--- src/chs_defines.svh ---
`ifndef CHS_DEFINES_SVH
`define CHS_DEFINES_SVH

// ----------------------------------------
// register byte offsets
// ----------------------------------------
`define CHS_OFF_MODE 12'h000
`define CHS_OFF_THRESH 12'h004
`define CHS_OFF_LEVEL 12'h008
`define CHS_OFF_STATUS 12'h00c
`define CHS_OFF_MASK 12'h010

// ----------------------------------------
// register selects after decode
// ----------------------------------------
`define CHS_SEL_NONE 3'h0
`define CHS_SEL_MODE 3'h1
`define CHS_SEL_THRESH 3'h2
`define CHS_SEL_LEVEL 3'h3
`define CHS_SEL_STATUS 3'h4
`define CHS_SEL_MASK 3'h5

// ----------------------------------------
// field layout and reset values
// ----------------------------------------
`define CHS_NFLAGS 6
`define CHS_CNT_W 10
`define CHS_FIFO_DEPTH 512
`define CHS_NF_LSB 0
`define CHS_NE_LSB 16
`define CHS_MODE_RST 2'h2
`define CHS_NF_RST 10'h1c0
`define CHS_NE_RST 10'h040
`define CHS_MASK_RST 6'h00

`endif

--- src/chs_pkg.sv ---
`include "chs_defines.svh"

package chs_pkg;

    // bit 0 first: halt, service, fault, last word, stats, sync error
    typedef struct packed {
        logic sync_fail;
        logic stats;
        logic last;
        logic fault;
        logic service;
        logic halt;
    } chs_flags_type;

    typedef struct packed {
        logic irq_high;
        logic encode;
    } chs_mode_type;

    // events and levels from the codec core
    typedef struct packed {
        logic [`CHS_CNT_W-1:0] fifo_count;
        logic overflow;
        logic underflow;
        logic stats_done;
        logic stats_taken;
        logic last_loaded;
        logic host_fifo_read;
        logic sync_fail;
    } chs_core_type;

endpackage : chs_pkg

--- src/chs_status_irq.sv ---
// What this block does
// - halt high: empty encoding, full decoding
// - status levels readable in level register
// - stats ready raised after statistics refresh
// - stats ready event once per field
// - last code flags final word next read
// - interrupt from any enabled condition
// - interrupt polarity chosen in mode register
// - reset returns all registers to defaults
// - fault high on overflow/underflow, mirrored
// - service high nearly full/nearly empty
`include "chs_defines.svh"

module chs_status_irq #(
    parameter int DEPTH = `CHS_FIFO_DEPTH
) (
    // clock and reset
    input wire logic hclk,
    input wire logic hresetn,
    // ahb-lite slave
    input wire logic hsel,
    input wire logic [31:0] haddr,
    input wire logic [1:0] htrans,
    input wire logic hwrite,
    input wire logic [2:0] hsize,
    input wire logic [31:0] hwdata,
    input wire logic hready,
    output logic hreadyout,
    output logic hresp,
    output logic [31:0] hrdata,
    // codec core
    input wire chs_pkg::chs_core_type core,
    // status pins
    output logic fifo_halt_out,
    output logic fifo_service_out,
    output logic fifo_fault_out,
    output logic statistics_ready_out,
    output logic last_code_word,
    output logic sync_fail_out,
    output logic host_irq_out
);
    import chs_pkg::*;

    localparam logic [`CHS_CNT_W-1:0] FULL_CNT = `CHS_CNT_W'(DEPTH);

    // ----------------------------------------
    // address decode
    // ----------------------------------------
    function automatic logic [2:0] reg_sel(input logic [11:0] a);
        logic [2:0] s;
        s = `CHS_SEL_NONE;
        if (a == `CHS_OFF_MODE) begin
            s = `CHS_SEL_MODE;
        end else if (a == `CHS_OFF_THRESH) begin
            s = `CHS_SEL_THRESH;
        end else if (a == `CHS_OFF_LEVEL) begin
            s = `CHS_SEL_LEVEL;
        end else if (a == `CHS_OFF_STATUS) begin
            s = `CHS_SEL_STATUS;
        end else if (a == `CHS_OFF_MASK) begin
            s = `CHS_SEL_MASK;
        end
        return s;
    endfunction : reg_sel

    // ----------------------------------------
    // bus slave state
    // ----------------------------------------
    logic take;
    logic wr_fire;
    logic [2:0] wsel;
    logic vld_ff, nxt_vld;
    logic wr_ff, nxt_wr;
    logic [11:0] addr_ff, nxt_addr;
    logic [31:0] rdata_ff, nxt_rdata;

    chs_mode_type mode_ff, nxt_mode;
    logic [`CHS_CNT_W-1:0] nf_ff, nxt_nf;
    logic [`CHS_CNT_W-1:0] ne_ff, nxt_ne;
    chs_flags_type mask_ff, nxt_mask;
    chs_flags_type status_ff, nxt_status;
    chs_flags_type level_ff, nxt_level;
    chs_flags_type w1c;
    logic irq_ff, nxt_irq;

    assign take = hsel && hready && htrans[1];
    assign wr_fire = vld_ff && wr_ff;
    assign wsel = reg_sel(addr_ff);

    // zero wait states, errors never raised
    assign hreadyout = 1'b1;
    assign hresp = 1'b0;
    assign hrdata = rdata_ff;

    always_comb begin
        nxt_vld = take;
        nxt_wr = take && hwrite;
        nxt_addr = take ? haddr[11:0] : addr_ff;
        nxt_rdata = rdata_ff;
        if (take && !hwrite) begin
            nxt_rdata = 32'h0000_0000;
            case (reg_sel(haddr[11:0]))
                `CHS_SEL_MODE: nxt_rdata[1:0] = mode_ff;
                `CHS_SEL_THRESH: begin
                    nxt_rdata[`CHS_NF_LSB +: `CHS_CNT_W] = nf_ff;
                    nxt_rdata[`CHS_NE_LSB +: `CHS_CNT_W] = ne_ff;
                end
                `CHS_SEL_LEVEL: nxt_rdata[`CHS_NFLAGS-1:0] = level_ff;
                `CHS_SEL_STATUS: nxt_rdata[`CHS_NFLAGS-1:0] = status_ff;
                `CHS_SEL_MASK: nxt_rdata[`CHS_NFLAGS-1:0] = mask_ff;
                default: nxt_rdata = 32'h0000_0000;
            endcase
        end
    end

    // ----------------------------------------
    // control registers
    // ----------------------------------------
    always_comb begin
        nxt_mode = mode_ff;
        nxt_nf = nf_ff;
        nxt_ne = ne_ff;
        nxt_mask = mask_ff;
        w1c = '0;
        if (wr_fire) begin
            if (wsel == `CHS_SEL_MODE) begin
                nxt_mode = hwdata[1:0];
            end else if (wsel == `CHS_SEL_THRESH) begin
                nxt_nf = hwdata[`CHS_NF_LSB +: `CHS_CNT_W];
                nxt_ne = hwdata[`CHS_NE_LSB +: `CHS_CNT_W];
            end else if (wsel == `CHS_SEL_MASK) begin
                nxt_mask = hwdata[`CHS_NFLAGS-1:0];
            end else if (wsel == `CHS_SEL_STATUS) begin
                w1c = hwdata[`CHS_NFLAGS-1:0];
            end
        end
    end

    // ----------------------------------------
    // condition levels
    // ----------------------------------------
    always_comb begin
        nxt_level = level_ff;
        // encode drains the fifo to the host, decode fills it
        if (mode_ff.encode) begin
            nxt_level.halt = (core.fifo_count == '0);
            nxt_level.service = (core.fifo_count >= nf_ff);
            nxt_level.fault = core.overflow;
        end else begin
            nxt_level.halt = (core.fifo_count >= FULL_CNT);
            nxt_level.service = (core.fifo_count <= ne_ff);
            nxt_level.fault = core.underflow;
        end
        // set wins over the consuming event
        if (core.stats_done) begin
            nxt_level.stats = 1'b1;
        end else if (core.stats_taken) begin
            nxt_level.stats = 1'b0;
        end
        if (core.last_loaded) begin
            nxt_level.last = 1'b1;
        end else if (core.host_fifo_read) begin
            nxt_level.last = 1'b0;
        end
        nxt_level.sync_fail = core.sync_fail;
    end

    // ----------------------------------------
    // sticky status and interrupt
    // ----------------------------------------
    always_comb begin
        // a live condition re-sets its bit in the same cycle as a clear
        nxt_status = (status_ff & ~w1c) | level_ff;
        nxt_irq = (|(status_ff & mask_ff)) ~^ mode_ff.irq_high;
    end

    always_ff @(posedge hclk or negedge hresetn) begin
        if (!hresetn) begin
            vld_ff <= 1'b0;
            wr_ff <= 1'b0;
            addr_ff <= 12'h000;
            rdata_ff <= 32'h0000_0000;
            mode_ff <= `CHS_MODE_RST;
            nf_ff <= `CHS_NF_RST;
            ne_ff <= `CHS_NE_RST;
            mask_ff <= `CHS_MASK_RST;
            status_ff <= '0;
            level_ff <= '0;
            irq_ff <= 1'b0;
        end else begin
            vld_ff <= nxt_vld;
            wr_ff <= nxt_wr;
            addr_ff <= nxt_addr;
            rdata_ff <= nxt_rdata;
            mode_ff <= nxt_mode;
            nf_ff <= nxt_nf;
            ne_ff <= nxt_ne;
            mask_ff <= nxt_mask;
            status_ff <= nxt_status;
            level_ff <= nxt_level;
            irq_ff <= nxt_irq;
        end
    end

    assign fifo_halt_out = level_ff.halt;
    assign fifo_service_out = level_ff.service;
    assign fifo_fault_out = level_ff.fault;
    assign statistics_ready_out = level_ff.stats;
    assign last_code_word = level_ff.last;
    assign sync_fail_out = level_ff.sync_fail;
    assign host_irq_out = irq_ff;
endmodule : chs_status_irq

--- config.mk ---
export PLATFORM = sky130hd
export DESIGN_NAME = chs_status_irq
export DESIGN_NICKNAME = d
export VERILOG_FILES = /design/src/chs_pkg.sv /design/src/chs_status_irq.sv
export VERILOG_INCLUDE_DIRS = /design/src
export SDC_FILE = /design/constraint.sdc
export NUM_CORES = 1
export LEC_CHECK = 0
export ABC_CLOCK_PERIOD_IN_PS = 5750
export BUFFER_PORTS_ARGS = -buffer_cell sky130_fd_sc_hd__buf_2
export CORE_MARGIN = 2
export CORE_UTILIZATION = 45
export DETAILED_ROUTE_END_ITERATION = 10
export GPL_TIMING_DRIVEN = 0
export PLACE_DENSITY = 0.77
export SYNTH_ARGS = -nofsm -noshare
export SYNTH_HDL_FRONTEND = slang
export SYNTH_SLANG_ARGS = --single-unit
--- constraint.sdc ---
create_clock -name hclk -period 5.75 [get_ports hclk]
set_input_delay 0.575 -clock hclk [delete_from_list [all_inputs] [get_ports hclk]]
set_output_delay 0.575 -clock hclk [all_outputs]
set_load 0.01 [all_outputs]
==> results of run 1 <==
-- sequential cells by signal, summed over array words and instances (netlist names), 2 cells and up --
signal	cells
nf_ff	10
mode_ff	2
addr_ff	12
ne_ff	10
mask_ff	6
status_ff	6
hrdata	20
-- cell families (layout without fill, tap and decap cells) --
family,count (synthesis),in the layout
flops,75,75
fa+ha+maj,20,20
mux,44,44
simple gates,61,61
other cells,2,14
xor+xnor,2,2
buf+inv,49,144
compound gates,59,59
-- routing by layer --
layer | up-vias | track usage, %
met4 | 0 | 7.609
met5 | - | 0
met2 | 92 | 33.87
met3 | 17 | 5.427
li1 | 1298 | -
met1 | 1330 | 24.47
-- cells in the mapped netlist (3+ instances only) --
| cell type | n | area share, % |
|---|---|---|
| nand4_1 | 4 | 0.67 |
| nor2b_1 | 7 | 1.2 |
| clkbuf_1 | 6 | 0.61 |
| a211oi_1 | 4 | 0.81 |
| mux2_2 | 35 | 11 |
| ha_1 | 20 | 6.7 |
| inv_1 | 25 | 2.5 |
| a31oi_1 | 3 | 0.50 |
| nand3_1 | 5 | 0.67 |
| a22o_1 | 14 | 3.3 |
| a21oi_1 | 4 | 0.54 |
| a21o_1 | 8 | 1.6 |
| a221oi_1 | 3 | 0.71 |
| nor2_1 | 13 | 1.3 |
| dfstp_2 | 5 | 3.5 |
| a22oi_1 | 7 | 1.4 |
| buf_4 | 14 | 2.8 |
| o21ai_0 | 13 | 1.7 |
| nand2_1 | 15 | 1.5 |
| dfrtp_1 | 70 | 47 |
| mux2_4 | 6 | 2.4 |
-- final cells by class --
type	instances	area, um^2
buffer	24	160.2
multi-input combinational	200	1628
timing repair buffer	79	397.9
clock buffer	12	155.1
tap	105	131.4
sequential	75	1883
inverter	25	93.84
clock inverter	4	72.57
fill	704	3612
-- how the worst max path moves through the flow --
stage / start / endpoint / slack (ns) / depth (start not counted)
final: addr_ff[9] / status_ff[4] / 3.52 / 5
after global routing: addr_ff[9] / ne_ff[0] / 3.39 / 6
after CTS: addr_ff[9] / status_ff[4] / 3.53 / 5
after detailed placement: haddr[0] / hrdata[17] / 3.37 / 7
after global placement: haddr[0] / hrdata[19] / 3.38 / 7
after floorplan: haddr[0] / hrdata[16] / 3.73 / 6
-- power by group through the flow --
| stage | sequential [mW] | combinational [mW] | clock [mW] |
|---|---|---|---|
| 6_report | 0.569 | 0.113 | 0.462 |
| 5_1_grt | 0.573 | 0.128 | 0.492 |
| 4_1_cts | 0.569 | 0.114 | 0.469 |
| 3_5_place_dp | 0.579 | 0.114 | 0 |
| 3_3_place_gp | 0.577 | 0.109 | 0 |
| 2_1_floorplan | 0.575 | 0.0644 | 0 |
-- worst reg2reg max path: stages, from the launching register on --
cell and delay (ns):
dfrtp_1 0.39, nor4_2 0.27, nand4_1 0.15, nor4bb_1 0.94, nand2_1 0.17, a21o_1 0.22
==> impl_metrics.csv, run 1 <==
group,metric,value,unit
critical_path,cp-end-kind,"flop",
routing,wirelength,8096,um
clock_network,cts_max_path_buffers,2,
global_routing,grt_pass1_wl,13790,um
routing,drc,0,
synthesis,muxShareOfSynthArea,14.50,%
synthesis,synth-compound-area-share,11.30,%
routing,routedWlPerCell,15.45,um
routing,antenna_left,0,
finish,syn_to_final_growth,21.56,%
critical_path,worst_setup_path_start_kind,"flop",
routing,m1WireLength,3313,um
pwr,clkPwrFrac,40.4,%
floorplanning,die_y,94.92,um
critical_path,worstRegToRegCells,5,
critical_path,crit_type,"flop to flop",
finish,antenna_cells,0,
clock_network,cts_sinks,75,
synthesis,ys.flop_type,"dfrtp_1",
critical_path,slowest_delay,0.94,ns
timing,max_freq,448.1,MHz
floorplanning,std_cell_rows,33,
synthesis,synth.distinct_cells,45,
synthesis,synth_cells,312,
routing,num_vias,2737,
timing,worst_pin_slew,1.093,ns
timing,setup_violations,0,
pwr,power.share.combinational,9.9,%
routing,via_per_inst,5.223,
pwr,p_seq_share,49.8,%
critical_path,r2r-start,"addr_ff[9]",
timing,post-route-min-period,2.231,ns
synthesis,synthXorXnorAreaFrac,0.4709,%
critical_path,critPathSlowestCell,"nor4bb_1",
pwr,p_per_area,253.0,nW/um^2
synthesis,synthArstFlopShare,100.0,%
min_path,hold_class,"input port to async pin",
finish,layout_common_cells,"buf_2 (80), dfrtp_1 (70), mux2_2 (35)",
pwr,internal_power,875.9,uW
pwr,p_leak,2.183,nW
routing,drt-initial-drc-count,84,
timing,fin_skew,0.008520,ns
pwr,ir_worst_vdd,0.1038,mV
timing,rsz0062_at_grt,"no",
floorplanning,initial_core_util,45.73,%
routing,routed.top_layer,"met4",
timing,hold_viol_final,0,
global_routing,antenna_found_initial,0,
timing,tns,0,ns
synthesis,synth-edff-count,0,
critical_path,worst_ep_arrival_time,2.48,ns
finish,nets,525,
run_status,status,"complete, no violations",
place,placed_area,4294,um^2
routing,route.met3.wl,565,um
synthesis,synthAdderAreaFrac,6.727,%
synthesis,synth-seq-area-share,50.62,%
floorplanning,ioPinCount,132,
timing,slew_viol_final,0,
pwr,swShare,23.42,%
global_routing,grt_max_degree,76,
clock_network,post_cts_buffers,0,
timing,timing.final.crit_share,38.81,%
clock_network,clk_latency,0.35,ns
synthesis,yosys_warnings,0,
critical_path,cp_max_fo,6,
floorplanning,die_area,9010,um^2
timing,layout_setup_ws,3.519,ns
floorplanning,coreArea,8134,um^2
clock_network,cts_tree,"yes",
clock_network,clk_pin_slew,0.08,ns
critical_path,reg2reg_slack,3.52,ns
place,dp.cells,508,
routing,wl_met2,4055,um
finish,utilization,55.59,%
pwr,power.total,1.144,mW
clock_network,cts_inserted_buffers,9,
timing,hold_ws,0.3265,ns
critical_path,worstPathRequired,6.00,ns
critical_path,path_cells,"nor4_2, nand4_1, nor4bb_1, nand2_1, a21o_1",
finish,stdcell_area,4522,um^2
synthesis,synth-simple-area-share,9.351,%
critical_path,timing.rr.end,"status_ff[4]",
synthesis,syn_area_per_cell,11.92,um^2
critical_path,path_delay_family,"simple AND/OR/NAND/NOR gates",
finish,mostFrequentLayoutCell,"buf_2",
clock_network,cts-root-buf,"clkbuf_8",
global_routing,grt_pass1_vias,2889,
run,cap_violations,0,
place,dp_hpwl,6263,um
synthesis,netlist_area,3720,um^2
clock_network,cts_resized,0,
synthesis,ys_ff_latch,75,
global_routing,grt_overflow,0,
global_routing,grt.total_usage,20.03,%
routing,first_pass_iters,4,
place,gp_congestion,0.8398,
place,port_buffers,79,
finish,final_layout_size_suffix_gt1_share,39.38,%
place,dpl_worst_slack,3.369,ns
clock_network,htreeDepth,3,
clock_network,cts_hold_buf,0,
finish,final_cells,524,
critical_path,path_buf_inv,0,
timing,slew_headroom,26.14,%
synthesis,synth_top_family_by_area,"multiplexers",
pwr,switchingPower,267.9,uW
floorplanning,die_x,94.92,um
No activity file was read; power rests on OpenSTA's default activity.
==> run 2: changes to the inputs <==
ABC_CLOCK_PERIOD_IN_PS = 2290   (was 5750)
clock period = 2.29 ns   (was 5.75 ns; I/O delays follow)
==> impl_metrics.csv, run 2 (synthesis gave the netlist of run 1 again) <==
group,metric,value,unit
timing,slew_headroom,38.06,%
finish,largest_register_ffs,20,
finish,syn_to_final_growth,22.27,%
routing,routedWlPerCell,15.60,um
timing,tns,0,ns
floorplanning,die_area,9010,um^2
clock_network,htreeDepth,3,
global_routing,antenna_found_initial,0,
finish,nFillCells,702,
clock_network,cts_tree,"yes",
pwr,ir_worst_vdd,0.2602,mV
timing,timing.final.crit_share,92.13,%
critical_path,worst_setup_path_start_kind,"flop",
clock_network,clk_pin_slew,0.08,ns
pwr,power.total,2.880,mW
timing,worst_pin_slew,0.9292,ns
critical_path,worstPathRequired,2.53,ns
timing,fin_skew,0.009048,ns
place,placed_area,4294,um^2
global_routing,grt_max_degree,76,
pwr,p_per_area,633.1,nW/um^2
critical_path,cp-end-kind,"flop",
timing,post-route-min-period,2.110,ns
place,port_buffers,79,
pwr,p_leak,2.188,nW
finish,multiInputGateArea,1639,um^2
global_routing,grt_pass1_wl,13810,um
finish,final_layout_size_suffix_gt1_share,39.76,%
clock_network,cts_inserted_buffers,9,
clock_network,cts-root-buf,"clkbuf_8",
routing,drt-initial-drc-count,93,
timing,slew_viol_final,0,
place,dp_hpwl,6263,um
run_status,status,"finished, violations left",
run_status,violations,"negative hold slack",
floorplanning,std_cell_rows,33,
global_routing,grt_overflow,0,
timing,max_freq,474.0,MHz
critical_path,worst_ep_arrival_time,2.35,ns
finish,stdcell_area,4548,um^2
clock_network,cts_max_path_buffers,2,
finish,antenna_cells,0,
floorplanning,die_x,94.92,um
critical_path,crit_type,"flop to flop",
global_routing,grt_pass1_vias,2892,
routing,via_per_inst,5.208,
routing,num_vias,2734,
critical_path,cp_max_fo,6,
place,gp_congestion,0.8398,
routing,antenna_left,0,
place,dp.cells,508,
finish,final-seq-area,1883,um^2
finish,nets,526,
clock_network,post_cts_buffers,0,
critical_path,worstRegToRegCells,6,
finish,final_cells,525,
floorplanning,die_y,94.92,um
timing,setup_violations,0,
clock_network,cts_sinks,75,
global_routing,grt.total_usage,20.05,%
floorplanning,initial_core_util,45.73,%
timing,hold_ws,-0.02009,ns
routing,first_pass_iters,4,
routing,wirelength,8189,um
timing,hold_viol_final,7,
floorplanning,ioPinCount,132,
routing,drc,0,
finish,mostFrequentLayoutCell,"buf_2",
run,cap_violations,0,
timing,rsz0062_at_grt,"no",
floorplanning,coreArea,8134,um^2
clock_network,clk_latency,0.35,ns
min_path,hold_class,"input port to async pin",
finish,layout_common_cells,"buf_2 (78), dfrtp_1 (70), mux2_2 (35)",
run 2: cell types whose count changed in the layout (fill, tap and decap cells not counted):
cell and delta:
clkbuf_4 +1, nor4bb_1 -1, nor4bb_2 +1, buf_2 -2
buf_4 +1, nor3b_1 -1, dlygate4sd3_1 +1, nor3b_2 +1
run 2: metal layers:
metal	GRT usage (%)	share of wire, %
met5	0	0
met4	7.609	1.8
met3	5.427	6.4
met2	33.87	50
met1	24.52	42
run 2: path summary, 6_finish.rpt:
check | startpoint | endpoint | slack [ns]
worst min-delay path | hresetn | hrdata[19] | -0.02
max in group asynchronous | hresetn | hrdata[22] | 1.67
worst max-delay path | addr_ff[9] | mask_ff[3] | 0.18
min in group hclk | core[2] | last_code_word | 0.04
worst min register to register | hrdata[3] | hrdata[3] | 0.48
worst max register to register | addr_ff[9] | mask_ff[3] | 0.18
run 2: report_power, final:
group          switching, mW  internal, mW  leakage [nW]
Sequential            0.0489          1.38         0.939
Combinational          0.139         0.148          1.14
Clock                  0.490         0.672         0.113
Total                  0.678          2.20          2.19
run 2: critical path, stage by stage (launching register included):
cell     delay (ns)
dfrtp_1        0.39
nor4_2         0.27
nand4_1        0.18
or2_1          0.29
or3b_1         0.41
buf_6          0.16
mux2_4         0.30
run 2: area by class of cell:
cell class	count	area share (%)
tap	105	2.889
multi-input combinational	200	36.04
timing repair buffer	80	8.968
buffer	24	3.631
inverter	25	2.063
sequential	75	41.40
clock inverter	4	1.596
clock buffer	12	3.411
run 2: repair_timing:
item	CTS	global route
gates resized for setup	0	5
hold buffers	1	0
setup endpoints to repair	0	21
endpoints found under the hold margin	1	0
run 2: through the flow:
stage          worst slack (ns)  util [%]
2_1_floorplan            0.3959         -
3_3_place_gp             0.1144     52.76
3_5_place_dp            0.09292     52.79
4_1_cts                 0.06634     55.71
5_1_grt                 0.02482     55.91
6_report                 0.1803     55.91
